**config.mk**
```make
export PLATFORM = sky130hd
export DESIGN_NAME = ces_supervisor
export DESIGN_NICKNAME = d
export VERILOG_FILES = /design/src/verilog/ces_supervisor.v /design/src/verilog/ces_tick_gen.v /design/src/verilog/ces_sync3.v
export VERILOG_INCLUDE_DIRS = /design/src /design/src/verilog
export SDC_FILE = /design/constraint.sdc
export NUM_CORES = 1
export LEC_CHECK = 0
export BUFFER_PORTS_ARGS = -buffer_cell sky130_fd_sc_hd__buf_2
export CAP_MARGIN = 20
export CORE_UTILIZATION = 57
export CTS_CLUSTER_SIZE = 12
export DETAILED_ROUTE_END_ITERATION = 12
export GPL_ROUTABILITY_DRIVEN = 0
export GPL_TIMING_DRIVEN = 0
export MAX_ROUTING_LAYER = met4
export PLACE_DENSITY = 0.8
export SYNTH_ARGS = -nofsm -noshare
export SYNTH_HDL_FRONTEND = slang
export SYNTH_HIERARCHICAL = 1
export SYNTH_SLANG_ARGS = --single-unit
export TNS_END_PERCENT = 50
```
**constraint.sdc**
```tcl
create_clock -name core_clk_i -period 3.9 [get_ports core_clk_i]
set_input_delay 0 -clock core_clk_i [delete_from_list [all_inputs] [get_ports core_clk_i]]
set_output_delay 0 -clock core_clk_i [all_outputs]
set_load 0.005 [all_outputs]
```
**src/verilog/ces_consts.vh**
```
// Purpose: constants for the communication error supervisor
// Assumes: 125 MHz core clock
// Notes:   settings use decimal codes as entered by the user
`ifndef CES_CONSTS_VH
`define CES_CONSTS_VH
`define CES_RETRY_UNLIMITED   16'd9999
`define CES_RETRY_RESET       16'd1
`define CES_CHECK_DISABLED    16'd9999
`define CES_CHECK_ZERO        16'd0
`define CES_CHECK_MAX         16'd9998
`define CES_CHECK_RESET       16'd0
`define CES_STOP_COAST        2'd0
`define CES_STOP_DECEL        2'd1
`define CES_STOP_DECEL_AUTO   2'd2
`define CES_STOP_COAST_ALT    2'd3
`define CES_STOP_RESET        2'd0
`define CES_FUNC_ALARM_POS    8'd98
`define CES_FUNC_ALARM_NEG    8'd198
`define CES_TICK_MS           100
`define CES_CLK_MHZ           125
`define CES_TICK_CYCLES       (`CES_TICK_MS * 1000 * `CES_CLK_MHZ)
`endif

```
**src/verilog/ces_supervisor.v**
```verilog
// Purpose: communication error supervisor for a half-duplex serial link
// Assumes: frame strobes come from the receiver on core_clk_i; motor_stopped_i
//          and comm_option_attached_i are pins
// Notes:   settings latch on a write strobe when writing is permitted
//
// Summary of operation
// - consecutive receive errors beyond retry limit raise comm fault and stop.
// - retry limit 9999 never trips, raises minor alarm instead.
// - alarm goes to terminal coded 98 high or 198 low.
// - retry supervision only in ascii link protocol, not modbus.
// - interval 0.1 to 999.8 s: silence longer than it faults.
// - interval 9999 disables signal-loss supervision.
// - interval zero faults immediately on entering network command mode.
// - every received frame restarts loss timer, any station number.
// - loss supervision starts at first frame after entering network mode.
// - mode 0 coasts, shows fault and output at once, stays stopped.
// - mode 1 decelerates, then shows fault and output, stays stopped.
// - mode 2 decelerates without output, restarts automatically when fault clears.
// - mode 3 behaves exactly as mode 0.
// - settings writable only with group select zero or option attached.
`timescale 1ns/1ps
`default_nettype none
`include "ces_consts.vh"
module ces_supervisor #(
   parameter integer TICK_CYCLES = `CES_TICK_CYCLES,
   parameter integer NUM_TERM    = 3
) (
   input  wire                  core_clk_i,
   input  wire                  rst_i,
   input  wire                  frame_ok_i,
   input  wire                  frame_err_i,
   input  wire                  proto_modbus_i,
   input  wire                  net_mode_i,
   input  wire                  motor_stopped_i,
   input  wire                  comm_option_attached_i,
   input  wire                  fault_reset_i,
   input  wire [7:0]            user_group_read_select_i,
   input  wire                  set_wr_i,
   input  wire [15:0]           retry_limit_setting_i,
   input  wire [15:0]           loss_check_interval_i,
   input  wire [1:0]            stop_mode_on_comm_fault_i,
   input  wire [8*NUM_TERM-1:0] output_terminal_function_select_i,
   output reg                   coast_stop_o,
   output reg                   decel_stop_o,
   output reg                   comm_fault_code_o,
   output reg                   fault_out_o,
   output reg                   minor_comm_alarm_o,
   output reg  [NUM_TERM-1:0]   term_o,
   output reg                   set_wr_ok_o,
   output reg  [15:0]           err_count_o,
   output reg  [15:0]           loss_count_o
);

   // ****************************************
   // pins and settings
   // ****************************************
   // both pins are asynchronous to the core clock, hence the synchronisers
   wire stopped_s;
   wire option_s;
   ces_sync3 u_sync_stop (
      .core_clk_i (core_clk_i),
      .rst_i      (rst_i),
      .pin_i      (motor_stopped_i),
      .level_o    (stopped_s)
   );
   ces_sync3 u_sync_opt (
      .core_clk_i (core_clk_i),
      .rst_i      (rst_i),
      .pin_i      (comm_option_attached_i),
      .level_o    (option_s)
   );

   reg [15:0] retry_limit;
   reg [15:0] check_int;
   reg [1:0]  stop_mode;
   wire       wr_ok = (user_group_read_select_i == 8'h00) | option_s;

   always @(posedge core_clk_i or posedge rst_i) begin
      if (rst_i) begin
         retry_limit <= `CES_RETRY_RESET;
         check_int   <= `CES_CHECK_RESET;
         stop_mode   <= `CES_STOP_RESET;
      end else if (set_wr_i && wr_ok) begin
         retry_limit <= retry_limit_setting_i;
         check_int   <= loss_check_interval_i;
         stop_mode   <= stop_mode_on_comm_fault_i;
      end
   end

   // ****************************************
   // retry supervision
   // ****************************************
   wire frame_any = frame_ok_i | frame_err_i;
   wire retry_on  = ~proto_modbus_i;
   wire unlimited = (retry_limit == `CES_RETRY_UNLIMITED);
   reg  [15:0] err_count;
   reg         retry_trip;
   reg         alarm;
   // saturate so a long error burst cannot wrap back to a harmless count
   wire [15:0] next_err = (err_count == 16'hffff) ? err_count : err_count + 16'h1;

   always @(posedge core_clk_i or posedge rst_i) begin
      if (rst_i) begin
         err_count  <= 16'h0;
         retry_trip <= 1'b0;
         alarm      <= 1'b0;
      end else if (!retry_on) begin
         err_count  <= 16'h0;
         retry_trip <= 1'b0;
         alarm      <= 1'b0;
      end else if (frame_ok_i) begin
         err_count <= 16'h0;
         alarm     <= 1'b0;
         retry_trip <= 1'b0;
      end else if (frame_err_i) begin
         err_count <= next_err;
         if (unlimited) begin
            alarm <= 1'b1;
         end else if (next_err > retry_limit) begin
            retry_trip <= 1'b1;
         end
      end
   end

   // ****************************************
   // signal-loss supervision
   // ****************************************
   reg         net_d;
   reg         loss_armed;
   reg         loss_trip;
   reg  [15:0] loss_count;
   wire        tick;
   wire        chk_off  = (check_int == `CES_CHECK_DISABLED);
   wire        chk_zero = (check_int == `CES_CHECK_ZERO);
   wire        chk_run  = ~chk_off & ~chk_zero & (check_int <= `CES_CHECK_MAX);

   // 0.1 s step, phase restarted by frames
   ces_tick_gen #(.PERIOD(TICK_CYCLES)) u_tick (
      .core_clk_i (core_clk_i),
      .rst_i      (rst_i),
      .restart_i  (frame_any),
      .tick_o     (tick)
   );

   always @(posedge core_clk_i or posedge rst_i) begin
      if (rst_i) begin
         net_d      <= 1'b0;
         loss_armed <= 1'b0;
         loss_trip  <= 1'b0;
         loss_count <= 16'h0;
      end else begin
         net_d <= net_mode_i;
         if (!net_mode_i) begin
            loss_armed <= 1'b0;
            loss_count <= 16'h0;
            loss_trip  <= 1'b0;
         end else if (chk_zero && !net_d) begin
            loss_trip <= 1'b1;
         end else if (chk_zero) begin
            // entry trip stands while network mode lasts, so a frame
            // cannot quietly restart a mode 2 drive
            loss_armed <= 1'b0;
            loss_count <= 16'h0;
         end else if (chk_off) begin
            loss_armed <= 1'b0;
            loss_count <= 16'h0;
            loss_trip  <= 1'b0;
         end else if (frame_any) begin
            loss_armed <= 1'b1;
            loss_count <= 16'h0;
            loss_trip  <= 1'b0;
         end else if (loss_armed && chk_run && tick) begin
            if (loss_count != 16'hffff) begin
               loss_count <= loss_count + 16'h1;
            end
            if (loss_count >= check_int) begin
               loss_trip <= 1'b1;
            end
         end
      end
   end

   // ****************************************
   // stop policy
   // ****************************************
   localparam [1:0] ST_RUN   = 2'd0;
   localparam [1:0] ST_DECEL = 2'd1;
   localparam [1:0] ST_HELD  = 2'd2;
   localparam [1:0] ST_AUTO  = 2'd3;

   // mode 1 waits for the synchronised stop pin, a few cycles after standstill
   reg  [1:0] state;
   reg  [1:0] next_state;
   wire       fault_now = retry_trip | loss_trip;
   wire       coast_mode = (stop_mode == `CES_STOP_COAST) | (stop_mode == `CES_STOP_COAST_ALT);

   always @* begin
      next_state = state;
      case (state)
         ST_RUN: begin
            if (fault_now) begin
               if (coast_mode) begin
                  next_state = ST_HELD;
               end else if (stop_mode == `CES_STOP_DECEL_AUTO) begin
                  next_state = ST_AUTO;
               end else begin
                  next_state = ST_DECEL;
               end
            end
         end
         ST_DECEL: begin
            if (stopped_s) begin
               next_state = ST_HELD;
            end
         end
         ST_HELD: begin
            if (fault_reset_i) begin
               next_state = ST_RUN;
            end
         end
         ST_AUTO: begin
            if (!fault_now) begin
               next_state = ST_RUN;
            end
         end
         default: begin
            next_state = ST_RUN;
         end
      endcase
   end

   // ****************************************
   // registered outputs
   // ****************************************
   // decoded from next_state so each stop and fault output is a flop that moves
   // together with the state register, not one cycle behind it
   wire next_held = (next_state == ST_HELD);
   wire next_slow = (next_state == ST_DECEL) | (next_state == ST_AUTO);

   always @(posedge core_clk_i or posedge rst_i) begin
      if (rst_i) begin
         state              <= ST_RUN;
         coast_stop_o       <= 1'b0;
         decel_stop_o       <= 1'b0;
         comm_fault_code_o  <= 1'b0;
         fault_out_o        <= 1'b0;
         minor_comm_alarm_o <= 1'b0;
         set_wr_ok_o        <= 1'b0;
         err_count_o        <= 16'h0;
         loss_count_o       <= 16'h0;
      end else begin
         state              <= next_state;
         coast_stop_o       <= next_held & coast_mode;
         decel_stop_o       <= next_slow | (next_held & ~coast_mode);
         comm_fault_code_o  <= next_held;
         fault_out_o        <= next_held;
         minor_comm_alarm_o <= alarm;
         set_wr_ok_o        <= wr_ok;
         err_count_o        <= err_count;
         loss_count_o       <= loss_count;
      end
   end

   // ****************************************
   // minor alarm terminals
   // ****************************************
   // unassigned terminals rest low; a 198 terminal idles high while no alarm
   integer i;
   always @(posedge core_clk_i or posedge rst_i) begin
      if (rst_i) begin
         term_o <= {NUM_TERM{1'b0}};
      end else begin
         for (i = 0; i < NUM_TERM; i = i + 1) begin
            if (output_terminal_function_select_i[8*i +: 8] == `CES_FUNC_ALARM_POS) begin
               term_o[i] <= alarm;
            end else if (output_terminal_function_select_i[8*i +: 8] == `CES_FUNC_ALARM_NEG) begin
               term_o[i] <= ~alarm;
            end else begin
               term_o[i] <= 1'b0;
            end
         end
      end
   end
endmodule
`default_nettype wire

```
**src/verilog/ces_tick_gen.v**
```verilog
// Purpose: one-cycle pulse every 0.1 s
// Assumes: single clock domain
// Notes:   period is a parameter so simulation can shorten it
`timescale 1ns/1ps
`default_nettype none
module ces_tick_gen #(
   parameter integer PERIOD = 12500000
) (
   input  wire        core_clk_i,
   input  wire        rst_i,
   input  wire        restart_i,
   output reg         tick_o
);
   reg [31:0] count;
   always @(posedge core_clk_i or posedge rst_i) begin
      if (rst_i) begin
         count  <= 32'h0;
         tick_o <= 1'b0;
      end else if (restart_i) begin
         // phase realigned to the last frame
         count  <= 32'h0;
         tick_o <= 1'b0;
      end else if (count == PERIOD - 1) begin
         count  <= 32'h0;
         tick_o <= 1'b1;
      end else begin
         count  <= count + 32'h1;
         tick_o <= 1'b0;
      end
   end
endmodule
`default_nettype wire

```
**src/verilog/ces_sync3.v**
```verilog
// Purpose: three-flop synchroniser for a pin input
// Assumes: input asynchronous to core_clk_i
// Notes:   output changes once stages two and three agree
`timescale 1ns/1ps
`default_nettype none
module ces_sync3 (
   input  wire        core_clk_i,
   input  wire        rst_i,
   input  wire        pin_i,
   output reg         level_o
);
   reg s1;
   reg s2;
   reg s3;
   always @(posedge core_clk_i or posedge rst_i) begin
      if (rst_i) begin
         s1      <= 1'b0;
         s2      <= 1'b0;
         s3      <= 1'b0;
         level_o <= 1'b0;
      end else begin
         s1 <= pin_i;
         s2 <= s1;
         s3 <= s2;
         if (s2 == s3) begin
            level_o <= s3;
         end
      end
   end
endmodule
`default_nettype wire

```
==> qor.yml <==
outcome:
  outcome: "completed"
synthesis:
  synth_area_per_cell_um2: 10.5
  synth-edff-count: 0
  ys_types: 66
  synth_flop_cell: "dfrtp_1"
  syn_area_um2: 7720
  yosysWarnings: 6
  syn_inst: 733
  async_flop_share_pct: 100
  synthesis.nets: 845
  ys_seq_area_share_pct: 49.9
  synth_seq_cells: 154
cells_and_area:
  multiInputGateArea_um2: 3550
  final_common_cell: "dfrtp_1"
  regArea_um2: 3850
  antenna_cells: 0
  post-route-cell-area_um2: 9720
  syn_to_final_growth_pct: 25.9
  drive_above_1_share_pct: 24.0
  mostFrequentLayoutCells: "153 x dfrtp_1, 124 x buf_2, 57 x nor2_1"
  nFillCells: 940
  nets: 1034
grt:
  antenna_found_initial: 0
  grt_max_degree: 76
  grt_pass1_vias: 6321
  globalRouteOverflowTotal: 0
  grt_pass1_wl_um: 30400
  track_usage_pct: 28.6
floorplan:
  initial_core_util_pct: 58.3
  dieArea_um2: 14000
  pin_count: 117
  fp.dieH_um: 118
  chipWidth_um: 118
  core_um2: 13200
  rows: 42
sta:
  setup_ws_ps: 330
  hold_viol: 0
  finalSetupViolations: 0
  rsz0062_at_grt: "false"
  period_share_pct: 91.5
  fin_crit_ps: 3570
  relSlewSlack_pct: 47.9
  slew_violations: 0
  finalClockSkew_ps: 7.24
  fmax_ghz: 0.280
  worstMarginPinSlew_ps: 775
critical_path:
  r2r_slack_ps: 330
  startpoint_type: "flop"
  criticalPathCategory: "reg -> reg"
  worstPathMaxFanout: 10
  crit_path_end_kind: "flop"
  crit_required_ps: 4220
  arrival_ps: 3890
clock_tree:
  cts_buffer_depth: 2
  htreeDepth: 4
  cts_setup_buffers: 0
  path_clk_slew_ps: 60
  cts_buffers: 17
  clock_latency_ps: 430
  cts_tree: "built"
  clockRootBuffer: "clkbuf_16"
  numClockSinks: 154
place:
  io_buffer_count: 116
  place_area_um2: 8580
  dpl_worst_slack_ps: 376
  hpwl_um: 12000
pwr:
  p_total_mw: 3.95
  ir_drop_mv: 0.291
  power_density_nw_per_um2: 406
  p_leak_nw: 4.59
route:
  drt-pass1-iter-count: 5
  wl_per_cell_um: 16.7
  vias: 6434
  routed_wl_um: 18500
  antenna_left: 0
  drtIter0Drc: 474
  vias_per_cell: 5.79
  drc: 0
run:
  max_cap_violations: 0
min_path:
  min_path_type: "in -> async"
-- kinds of logic (layout without fill, tap and decap cells) --
kind of cell	count (synthesis)	after routing	share of synthesized area [%]
mux	46	46	6.58
compound gates	123	123	10.7
buf+inv	77	279	4.16
fa+ha+maj	38	38	6.12
xor+xnor	32	32	3.63
simple gates	263	263	18.9
flops	154	154	49.9
-- cell usage after synthesis (all sizes together), types with 2 or more instances --
| cell | number | area, µm² |
|---|---|---|
| dfrtp | 153 | 3830 |
| o31ai | 8 | 60.1 |
| a21o | 9 | 67.6 |
| nand4 | 26 | 169 |
| ha | 36 | 450 |
| buf | 13 | 81.3 |
| o2111a | 3 | 33.8 |
| mux2 | 38 | 428 |
| nor3 | 16 | 91.3 |
| nor2 | 57 | 214 |
| mux2i | 8 | 80.1 |
| nand3 | 34 | 180 |
| or2 | 6 | 37.5 |
| nor4bb | 7 | 70.1 |
| and2 | 5 | 31.3 |
| inv | 50 | 188 |
| nand2 | 38 | 143 |
| a211oi | 2 | 15.0 |
| a31oi | 2 | 12.5 |
| nand2b | 4 | 25.0 |
| a22o | 3 | 28.8 |
| xor2 | 9 | 78.8 |
| maj3 | 2 | 22.5 |
| a311oi | 2 | 17.5 |
| a21oi | 45 | 236 |
| or3 | 9 | 56.3 |
| and3 | 11 | 70.1 |
| o211ai | 3 | 22.5 |
| o21ai | 34 | 170 |
| xnor2 | 23 | 201 |
| or4 | 13 | 101 |
| nor4 | 21 | 138 |
| o2111ai | 2 | 35.0 |
| clkbuf | 14 | 52.6 |
| nor2b | 4 | 25.0 |
| and4 | 9 | 81.3 |
-- where the power goes --
group	switching, mW	internal, mW
logic	0.217	0.217
registers	0.0788	1.69
clock network	0.656	1.08
-- stage by stage --
stage	std cells	hold slack (ps)	util [%]	TNS, ps
4_1_cts	1111	66.8	73.4	0
3_3_place_gp	1025	-50.8	64.4	-38810
3_5_place_dp	1027	-24.4	64.8	0
5_1_grt	1111	90.5	73.4	0
2_1_floorplan	733	-234	-	0
6_report	1111	83.5	73.4	0
-- flip-flops by register name, indices dropped and copies added, names as in the netlist, 2 cells and up --
register      count
check_int        16
loss_count_o     16
term_o            3
u_tick/count     32
stop_mode         2
err_count        16
state             2
err_count_o      16
loss_count       16
retry_limit      16
-- path summary, 6_finish.rpt --
path / end / startpoint / cells after the start
min in group core_clk_i: retry_limit[12]$_DFFE_PP0P_ / set_wr_i / 3
max in group asynchronous: retry_limit[0]$_DFFE_PP1P_ / rst_i / 4
setup reg to reg: retry_trip$_DFFE_PP0P_ / err_count[0]$_DFFE_PP0P_ / 14
hold reg to reg: u_sync_stop/s2$_DFF_PP0_ / u_sync_stop/s1$_DFF_PP0_ / 0
setup / recovery: retry_trip$_DFFE_PP0P_ / err_count[0]$_DFFE_PP0P_ / 14
hold / removal: u_sync_opt/s1$_DFF_PP0_ / rst_i / 3
-- routing by layer --
layer	vias to the layer above	GRT usage (%)	share of wire, %
li1	3036	-	-
met3	44	5.74	4.0
met4	0	11.3	2.8
met2	200	46.7	50
met1	3154	35.1	43
met5	-	-	0
-- final cells by class --
class                      count  share of cell area [%]
sequential                   154                    39.7
multi-input combinational    502                    36.5
timing repair buffer         170                    11.9
clock buffer                  20                    4.59
tap                          176                    2.27
inverter                      50                    1.96
clock inverter                12                    1.78
buffer                        27                    1.38
-- critical path: stages, from the launching register on --
cell and delay [ps]:
dfrtp_1 450, ha_1 280, and3_1 230, nand4_1 170, or2_1 130, clkbuf_1 200
buf_2 270, nand2_1 90, mux2_2 300, ha_1 300, nand4_1 120, or2_2 320
o32ai_1 280, a211oi_1 80, o221a_2 250
-- repair_timing --
action / CTS / global route
gates resized for setup: 0 / 0
hold endpoints to repair: 110 / 0
hold buffers: 52 / 0
(Power assumes the default switching activity.)
